$ cat config.mk
export PLATFORM = sky130hd
export DESIGN_NAME = dic_init_ctrl
export DESIGN_NICKNAME = d
export VERILOG_FILES = /design/src/hdl/dic_pkg.sv /design/src/hdl/dic_dll_model.sv /design/src/hdl/dic_init_ctrl.sv
export SDC_FILE = /design/constraint.sdc
export NUM_CORES = 1
export LEC_CHECK = 0
export BUFFER_PORTS_ARGS = -buffer_cell sky130_fd_sc_hd__clkbuf_2
export CAP_MARGIN = 20
export CORE_MARGIN = 1.5
export CORE_UTILIZATION = 48
export CTS_CLUSTER_DIAMETER = 50
export DETAILED_ROUTE_END_ITERATION = 8
export MAX_ROUTING_LAYER = met4
export PLACE_DENSITY = 0.77
export SLEW_MARGIN = 25
export SYNTH_ARGS = -nofsm -noshare
export SYNTH_HDL_FRONTEND = slang
export SYNTH_SLANG_ARGS = --single-unit
$ cat constraint.sdc
create_clock -name pclk -period 3.1 [get_ports pclk]
set_input_delay 0.62 -clock pclk [delete_from_list [all_inputs] [get_ports pclk]]
set_output_delay 0.62 -clock pclk [all_outputs]
set_load 0.02 [all_outputs]
$ cat src/hdl/dic_pkg.sv
package dic_pkg;
   // Register byte offsets (APB, 32-bit words)
   localparam logic [11:0] DIC_OFS_DLL_LOCK_STATUS   = 12'h000;
   localparam logic [11:0] DIC_OFS_INIT_CONTROL      = 12'h018;
   localparam logic [11:0] DIC_OFS_RESET_PIN_CONTROL = 12'h150;
   localparam logic [11:0] DIC_OFS_INIT_STATUS       = 12'h160;

   // dll_lock_status fields
   localparam int DIC_BIT_DLL_DONE       = 0;
   localparam int DIC_POS_DLL_COUNT      = 8;
   localparam int DIC_DLL_COUNT_W        = 8;
   // init_control fields
   localparam int DIC_BIT_INIT_START     = 0;
   localparam int DIC_BIT_DLL_BYPASS     = 1;
   localparam int DIC_BIT_CONFIGURING    = 2;
   // reset_pin_control fields
   localparam int DIC_POS_RESET_MODE     = 0;
   // init_status fields
   localparam int DIC_BIT_INIT_DONE      = 0;

   // Reset pin modes
   localparam logic [1:0] DIC_MODE_GENERAL = 2'h0;
   localparam logic [1:0] DIC_MODE_INHIBIT = 2'h1;
   localparam logic [1:0] DIC_MODE_REVERSE = 2'h2;

   // Reset values
   localparam logic [1:0] DIC_RST_RESET_MODE = 2'h0;
   localparam logic [7:0] DIC_RST_DLL_COUNT  = 8'h00;

   // Timing
   localparam int DIC_CLK_MHZ      = 250;
   localparam int DIC_DLL_TRY_NS   = 4000;
   localparam int DIC_DLL_TRY_CYC  = (DIC_DLL_TRY_NS * DIC_CLK_MHZ) / 1000;
   localparam int DIC_TMOD_CYC     = 12;
   localparam int DIC_TZQCL_CYC    = 512;
   localparam int DIC_TXPR_CYC     = 64;

   // DRAM commands {cs_n, ras_n, cas_n, we_n}
   localparam logic [3:0] DIC_CMD_NOP  = 4'h7;
   localparam logic [3:0] DIC_CMD_MRS  = 4'h0;
   localparam logic [3:0] DIC_CMD_ZQCL = 4'h6;

   typedef struct packed {
      logic [3:0]  cmd;
      logic [1:0]  mr_sel;
      logic        valid;
   } dic_dram_cmd_s;

   typedef struct packed {
      logic [11:0] paddr;
      logic        psel;
      logic        penable;
      logic        pwrite;
      logic [31:0] pwdata;
   } dic_apb_req_s;

   typedef struct packed {
      logic [31:0] prdata;
      logic        pready;
      logic        pslverr;
   } dic_apb_rsp_s;
endpackage

$ cat src/hdl/dic_dll_model.sv
`timescale 1ns/1ps
module dic_dll_model
   import dic_pkg::*;
#(
   parameter int TRY_CYC = DIC_DLL_TRY_CYC
)(
   // Clock and reset
   input  wire logic                        pclk,
   input  wire logic                        presetn,
   input  wire logic                        clk_en,
   // Control
   input  wire logic                        start,
   input  wire logic                        lock_pin,
   // Result
   output logic                             locked,
   output logic                             timed_out,
   output logic [DIC_DLL_COUNT_W-1:0]       count
);
   import dic_pkg::*;

   logic [15:0] cyc;
   logic        busy;

   // Lock attempt: sweep delay until lock indication or timeout
   always_ff @(posedge pclk or negedge presetn)
      if (!presetn)
      begin
         busy      <= 1'b0;
         cyc       <= 16'h0000;
         locked    <= 1'b0;
         timed_out <= 1'b0;
         count     <= DIC_RST_DLL_COUNT;
      end
      else if (clk_en)
      begin
         if (start && !busy && !locked)
         begin
            busy      <= 1'b1;
            cyc       <= 16'h0000;
            timed_out <= 1'b0;
            count     <= DIC_RST_DLL_COUNT;
         end
         else if (busy)
         begin
            if (lock_pin)
            begin
               busy   <= 1'b0;
               locked <= 1'b1;
            end
            else if (cyc == 16'(TRY_CYC - 1))
            begin
               busy      <= 1'b0;
               timed_out <= 1'b1;
            end
            else
            begin
               cyc   <= cyc + 16'h0001;
               count <= count + 8'h01;
            end
         end
      end
endmodule

$ cat src/hdl/dic_init_ctrl.sv
// Local design decision: the APB interface to the registers.
`timescale 1ns/1ps
module dic_init_ctrl
   import dic_pkg::*;
#(
   parameter int DLL_TRY_CYC = DIC_DLL_TRY_CYC,
   parameter int TZQCL_CYC   = DIC_TZQCL_CYC
)(
   // Clock and reset
   input  wire logic                  pclk,
   input  wire logic                  presetn,
   input  wire logic                  clk_en,
   // APB slave
   input  wire dic_pkg::dic_apb_req_s apb_req,
   output dic_pkg::dic_apb_rsp_s      apb_rsp,
   // PHY DLL
   input  wire logic                  dll_lock_pin,
   // DRAM side
   output dic_pkg::dic_dram_cmd_s     dram_cmd,
   output logic                       memory_reset_pin_n,
   // Memory access gate
   input  wire logic                  mem_req,
   output logic                       mem_grant,
   output logic                       mem_refused
);
   import dic_pkg::*;

   typedef enum logic [2:0] {
      ST_IDLE,
      ST_DLL,
      ST_XPR,
      ST_MRS,
      ST_MRS_WAIT,
      ST_ZQCL,
      ST_DONE
   } dic_state_e;

   dic_state_e                 state;
   logic                       init_start;
   logic                       dll_bypass;
   logic                       configuring;
   logic [1:0]                 power_reset_pin_mode;
   logic                       init_done;
   logic                       pin_started;
   logic [15:0]                wait_cnt;
   logic [1:0]                 mr_idx;
   logic                       lock_s1;
   logic                       lock_s2;
   logic                       dll_locked;
   logic                       dll_timed_out;
   logic [DIC_DLL_COUNT_W-1:0] dll_lock_delay_count;
   logic                       wr_en;
   logic                       rd_en;
   logic [31:0]                next_prdata;
   logic                       addr_ok;
   logic                       next_pin;

   assign wr_en = apb_req.psel && apb_req.penable && apb_req.pwrite && clk_en;
   assign rd_en = apb_req.psel && apb_req.penable && !apb_req.pwrite && clk_en;

   // Lock pin synchroniser
   always_ff @(posedge pclk or negedge presetn)
      if (!presetn)
      begin
         lock_s1 <= 1'b0;
         lock_s2 <= 1'b0;
      end
      else if (clk_en)
      begin
         lock_s1 <= dll_lock_pin;
         lock_s2 <= lock_s1;
      end

   dic_dll_model #(
      .TRY_CYC   (DLL_TRY_CYC)
   ) u_dll (
      .pclk      (pclk),
      .presetn   (presetn),
      .clk_en    (clk_en),
      .start     (state == ST_DLL),
      .lock_pin  (lock_s2),
      .locked    (dll_locked),
      .timed_out (dll_timed_out),
      .count     (dll_lock_delay_count)
   );

   // Control registers
   always_ff @(posedge pclk or negedge presetn)
      if (!presetn)
      begin
         init_start           <= 1'b0;
         dll_bypass           <= 1'b0;
         configuring          <= 1'b0;
         power_reset_pin_mode <= DIC_RST_RESET_MODE;
      end
      else if (wr_en)
      begin
         case (apb_req.paddr)
            DIC_OFS_INIT_CONTROL:
            begin
               init_start  <= apb_req.pwdata[DIC_BIT_INIT_START];
               dll_bypass  <= apb_req.pwdata[DIC_BIT_DLL_BYPASS];
               configuring <= apb_req.pwdata[DIC_BIT_CONFIGURING];
            end
            DIC_OFS_RESET_PIN_CONTROL:
               power_reset_pin_mode <= apb_req.pwdata[DIC_POS_RESET_MODE +: 2];
            default:
               init_start <= init_start;
         endcase
      end

   // Init sequencer
   always_ff @(posedge pclk or negedge presetn)
      if (!presetn)
      begin
         state     <= ST_IDLE;
         wait_cnt  <= 16'h0000;
         mr_idx    <= 2'h0;
         init_done <= 1'b0;
         dram_cmd  <= '{cmd: DIC_CMD_NOP, mr_sel: 2'h0, valid: 1'b0};
      end
      else if (clk_en)
      begin
         dram_cmd <= '{cmd: DIC_CMD_NOP, mr_sel: 2'h0, valid: 1'b0};
         case (state)
            ST_IDLE:
               if (init_start)
                  state <= ST_DLL;
            ST_DLL:
               if (dll_locked || dll_bypass)
               begin
                  state    <= ST_XPR;
                  wait_cnt <= 16'h0000;
               end
            ST_XPR:
               if (wait_cnt == 16'(DIC_TXPR_CYC - 1))
               begin
                  state  <= ST_MRS;
                  mr_idx <= 2'h0;
               end
               else
                  wait_cnt <= wait_cnt + 16'h0001;
            ST_MRS:
            begin
               // MR2, MR3, MR1, MR0 order
               dram_cmd <= '{cmd: DIC_CMD_MRS,
                             mr_sel: 2'(mr_idx == 2'h0 ? 2'h2 : mr_idx == 2'h1 ? 2'h3 :
                                        mr_idx == 2'h2 ? 2'h1 : 2'h0),
                             valid: 1'b1};
               wait_cnt <= 16'h0000;
               state    <= ST_MRS_WAIT;
            end
            ST_MRS_WAIT:
               if (wait_cnt == 16'(DIC_TMOD_CYC - 1))
               begin
                  wait_cnt <= 16'h0000;
                  if (mr_idx == 2'h3)
                  begin
                     dram_cmd <= '{cmd: DIC_CMD_ZQCL, mr_sel: 2'h0, valid: 1'b1};
                     state    <= ST_ZQCL;
                  end
                  else
                  begin
                     mr_idx <= mr_idx + 2'h1;
                     state  <= ST_MRS;
                  end
               end
               else
                  wait_cnt <= wait_cnt + 16'h0001;
            ST_ZQCL:
               if (wait_cnt == 16'(TZQCL_CYC - 1))
               begin
                  state     <= ST_DONE;
                  init_done <= 1'b1;
               end
               else
                  wait_cnt <= wait_cnt + 16'h0001;
            ST_DONE:
               state <= ST_DONE;
            default:
               state <= ST_IDLE;
         endcase
      end

   // Reset pin behaviour
   always_comb
   begin
      next_pin = 1'b0;
      case (power_reset_pin_mode)
         DIC_MODE_GENERAL:
            next_pin = pin_started;
         DIC_MODE_REVERSE:
            next_pin = configuring && !pin_started;
         DIC_MODE_INHIBIT:
            next_pin = 1'b0;
         default:
            next_pin = 1'b0;
      endcase
   end

   always_ff @(posedge pclk or negedge presetn)
      if (!presetn)
      begin
         pin_started        <= 1'b0;
         memory_reset_pin_n <= 1'b0;
      end
      else if (clk_en)
      begin
         if (state != ST_IDLE)
            pin_started <= 1'b1;
         memory_reset_pin_n <= next_pin;
      end

   // Access gate
   always_ff @(posedge pclk or negedge presetn)
      if (!presetn)
      begin
         mem_grant   <= 1'b0;
         mem_refused <= 1'b0;
      end
      else if (clk_en)
      begin
         mem_grant   <= mem_req && init_done;
         mem_refused <= mem_req && !init_done;
      end

   // Read mux
   always_comb
   begin
      next_prdata = 32'h0000_0000;
      addr_ok     = 1'b1;
      case (apb_req.paddr)
         DIC_OFS_DLL_LOCK_STATUS:
         begin
            next_prdata[DIC_BIT_DLL_DONE] = dll_locked;
            next_prdata[DIC_POS_DLL_COUNT +: DIC_DLL_COUNT_W] = dll_lock_delay_count;
         end
         DIC_OFS_INIT_CONTROL:
         begin
            next_prdata[DIC_BIT_INIT_START]  = init_start;
            next_prdata[DIC_BIT_DLL_BYPASS]  = dll_bypass;
            next_prdata[DIC_BIT_CONFIGURING] = configuring;
         end
         DIC_OFS_RESET_PIN_CONTROL:
            next_prdata[DIC_POS_RESET_MODE +: 2] = power_reset_pin_mode;
         DIC_OFS_INIT_STATUS:
            next_prdata[DIC_BIT_INIT_DONE] = init_done;
         default:
            addr_ok = 1'b0;
      endcase
   end

   // APB answer, registered from the setup phase, no wait states
   always_ff @(posedge pclk or negedge presetn)
      if (!presetn)
         apb_rsp <= '{prdata: 32'h0000_0000, pready: 1'b0, pslverr: 1'b0};
      else if (clk_en)
      begin
         apb_rsp.pready  <= apb_req.psel && !apb_req.penable;
         apb_rsp.pslverr <= apb_req.psel && !apb_req.penable && !addr_ok;
         if (apb_req.psel && !apb_req.penable && !apb_req.pwrite)
            apb_rsp.prdata <= next_prdata;
      end

   logic unused_rd;
   assign unused_rd = rd_en | dll_timed_out;
endmodule

==> impl_metrics.csv <==
group,metric,value,unit
clocking,cts_root_buf,"clkbuf_8",
worst_setup_path,path_cells,"ha_1 > or4bb_1 > nor4_4 > o21a_1 > a211oi_2 > mux2_2",
hold_path,hp-class,"in -> async",
worst_setup_path,crit_fanout,13,
global_route,grt_pass1_vias,3423,
floorplanning,die-width,98.9,um
worst_setup_path,worstSetupPathType,"reg -> reg",
floorplanning,die_area,9790,sq um
layout,antenna_cells,0,
logic_synthesis,synthSimpleGateAreaFrac,0.222,
place,dp_hpwl,6.76,mm
floorplanning,io_pins,96,
sta,slew_headroom,0.420,
logic_synthesis,yosysWarnings,0,
sta,fmax,370,MHz
route,postRouteAntennaNets,0,
global_route,grt_start_max_net_pins,78,
worst_setup_path,reg2reg_to,"wait_cnt[0]",
logic_synthesis,yosys.area.top_type,"dfrtp_1",
clocking,clock_sinks,77,
layout,drive_gt1_frac,0.200,
pwr,leakage,2.12,nW
floorplanning,row_count,34,
logic_synthesis,avgSynthCellArea,9.82,sq um
worst_setup_path,cp.required,3.35,ns
logic_synthesis,syn_area,4420,sq um
sta,fin_crit_sh,0.873,
clocking,htree_levels,3,
clocking,clk_pin_slew,0.08,ns
logic_synthesis,postSynthCellCount,450,
floorplanning,fp.coreArea,8810,sq um
logic_synthesis,async_flop_share,1.00,
worst_setup_path,startpoint_type,"register",
pwr,peakVddDrop,0.342,mV
floorplanning,start_util,0.502,
worst_setup_path,crit_path_end_kind,"register",
worst_setup_path,cp_top_family,"simple AND/OR/NAND/NOR gates",
route,first_iter_violations,154,
sta,worstMarginPinSlew,0.869,ns
status,status,"finished with violations",
logic_synthesis,synth_edf_count,0,
layout,final_nets,548,
sta,holdWs,0.283,ns
route,wirelength,9.53,mm
logic_synthesis,ys_ff_latch,77,
run,drv_cap,0,
sta,slew_violations,0,
place,io_buffers,44,
sta,setup_viol,0,
logic_synthesis,ys_seq_area_frac,0.437,
route,first_pass_iters,7,
layout,syn_to_final_growth,8.35,%
logic_synthesis,synth-compound-area-share,0.182,
worst_setup_path,slowest_delay,0.56,ns
route,remaining_drc_errors,7,
clocking,cts_tree,"built",
worst_setup_path,r2r_slack,0.39,ns
clocking,post-cts-setup-buffers,0,
place,place_congestion,0.893,
sta,skew,0.0132,ns
sta,tns,0,ns
logic_synthesis,yosysTopAreaCellShare,0.425,
worst_setup_path,ff2ff_path_depth,6,
logic_synthesis,ys_types,64,
logic_synthesis,synth_most_common_cell,"dfrtp_1",
clocking,insertion_delay,0.36,ns
global_route,grt_pass1_wl,15.9,mm
layout,fin_util,0.544,
global_route,overflow,0,
logic_synthesis,synth.top_cells.by_area,"dfrtp_1 42%, buf_4 3.9%, nand2_1 3.4%",
pwr,pwr_density_cell,471,nW/um^2
clocking,numCtsBuffers,9,
clocking,hold_buffers,0,
logic_synthesis,synth_fa_ha_area_frac,0.0170,
floorplanning,die_h,98.9,um
status,violations,"design-rule violations",
sta,grt_setup_unrepaired,"no",
route,num_vias,3574,
route,wl_per_cell,15.8,um
logic_synthesis,synthTopCellsByCount,"75 x dfrtp_1, 40 x nand2_1, 29 x nor2_1",
logic_synthesis,synth_top_family_by_area,"simple AND/OR/NAND/NOR gates",
logic_synthesis,synth_xor_xnor_area_share,0.00595,
clocking,clock_path_buffers,2,
sta,worst_slack,0.395,ns
place,pre_cts_ws,0.395,ns
layout,fillers,792,
route,via_per_inst,5.93,
worst_setup_path,reg2reg_from,"wait_cnt[0]",
worst_setup_path,cp.arrival,2.96,ns
worst_setup_path,crit_path_top_delay_cell,"or4bb_1",
global_route,antenna_found_initial,0,
worst_setup_path,crit_buf_inv,0,
sta,fin_crit,2.71,ns
logic_synthesis,synthFlopType,"dfrtp_1",
clocking,cts.repair.resized,0,
sta,hold_viol_final,0,
logic_synthesis,muxShareOfSynthArea,0.0484,
global_route,grt.total_usage,0.208,
==> per-stage QoR <==
step / power, mW / cell area, sq um / instances
finish: 2.25 / 4790 / 603
global route: 2.35 / 4790 / 603
CTS: 2.27 / 4780 / 603
detailed placement: 1.49 / 4580 / 587
global placement: 1.47 / 4580 / 587
floorplan: 1.41 / 4500 / 471
==> cell type report <==
| type | count | area (sq um) | area share |
|---|---|---|---|
| flip-flops and latches | 77 | 1930 | 0.403 |
| clock inverters | 3 | 43.8 | 0.00915 |
| inverters | 14 | 52.6 | 0.0110 |
| well taps | 108 | 135 | 0.0282 |
| clock buffers | 13 | 159 | 0.0332 |
| multi-input cells | 336 | 2180 | 0.456 |
| repair buffers | 52 | 287 | 0.0599 |
==> layer usage <==
metal / share of wire / routed length (um) / GRT usage / vias up
met5: 0 / 0 / - / -
met4: 0.016 / 157 / 0.0769 / 0
met3: 0.045 / 428 / 0.0397 / 17
met2: 0.51 / 4890 / 0.355 / 92
met1: 0.42 / 4050 / 0.244 / 1738
li1: - / - / - / 1727
==> logic make-up after synthesis <==
family                   count (synthesis)
AND/OR/NAND/NOR                        178
AO/OA/AOI/OAI                          107
XOR/XNOR                                 3
buffers and inverters                   58
other                                    1
multiplexers                            20
adder cells (fa/ha/maj)                  6
flip-flops                              77
==> registers in the layout, summed over array words and instances (netlist names) <==
signal and flops:
dll_bypass 1, dram_cmd 5, pin_started 1, memory_reset_pin_n 1
configuring 1, u_dll.count 8, u_dll.busy 1, power_reset_pin_mode 2
wait_cnt 16, apb_rsp 13, u_dll.locked 1, mr_idx 2
lock_s2 1, init_done 1, mem_grant 1, u_dll.cyc 16
init_start 1, lock_s1 1, state 3, mem_refused 1
==> worst max-delay path by stage <==
stage	start	end	slack [ns]	depth (start not counted)
finish	wait_cnt[0]	wait_cnt[0]	0.39	6
CTS	wait_cnt[0]	wait_cnt[0]	0.38	6
detailed placement	wait_cnt[0]	wait_cnt[0]	0.40	6
floorplan	wait_cnt[0]	wait_cnt[6]	0.73	6
global placement	wait_cnt[0]	wait_cnt[0]	0.42	6
global route	wait_cnt[0]	wait_cnt[0]	0.20	6
==> cell usage in the layout, fill, tap and decap left out, drive strengths merged, types with 5 or more instances in the layout <==
master | netlist | final
or4 | 15 | 15
inv | 14 | 14
or3 | 6 | 6
a221oi | 5 | 5
a21oi | 17 | 17
nor2 | 29 | 29
nand3b | 5 | 5
clkbuf | 18 | 56
a211oi | 6 | 6
mux2i | 9 | 9
mux2 | 11 | 11
buf | 26 | 9
a22o | 17 | 17
nor3 | 12 | 12
ha | 6 | 6
o211ai | 7 | 7
nor2b | 5 | 5
o31ai | 10 | 10
o221ai | 8 | 8
dfrtp | 75 | 75
nand3 | 24 | 24
conb | 1 | 22
nand4 | 12 | 12
nand2 | 40 | 40
o21ai | 17 | 17
nor4 | 8 | 8
==> report_power, final <==
part / total (mW) / internal, mW / switching, mW / leakage, nW
Combinational: 0.301 / 0.121 / 0.181 / 1.02
Clock: 0.782 / 0.417 / 0.365 / 0.104
Sequential: 1.17 / 1.07 / 0.0957 / 0.995
==> worst register-to-register path, stage by stage, from the launching register on <==
cell      delay [ns]
dfrtp_1         0.43
ha_1            0.30
or4bb_1         0.56
nor4_4          0.33
o21a_1          0.42
a211oi_2        0.23
mux2_2          0.33
Note: power is estimated with default switching activity, not from simulation.
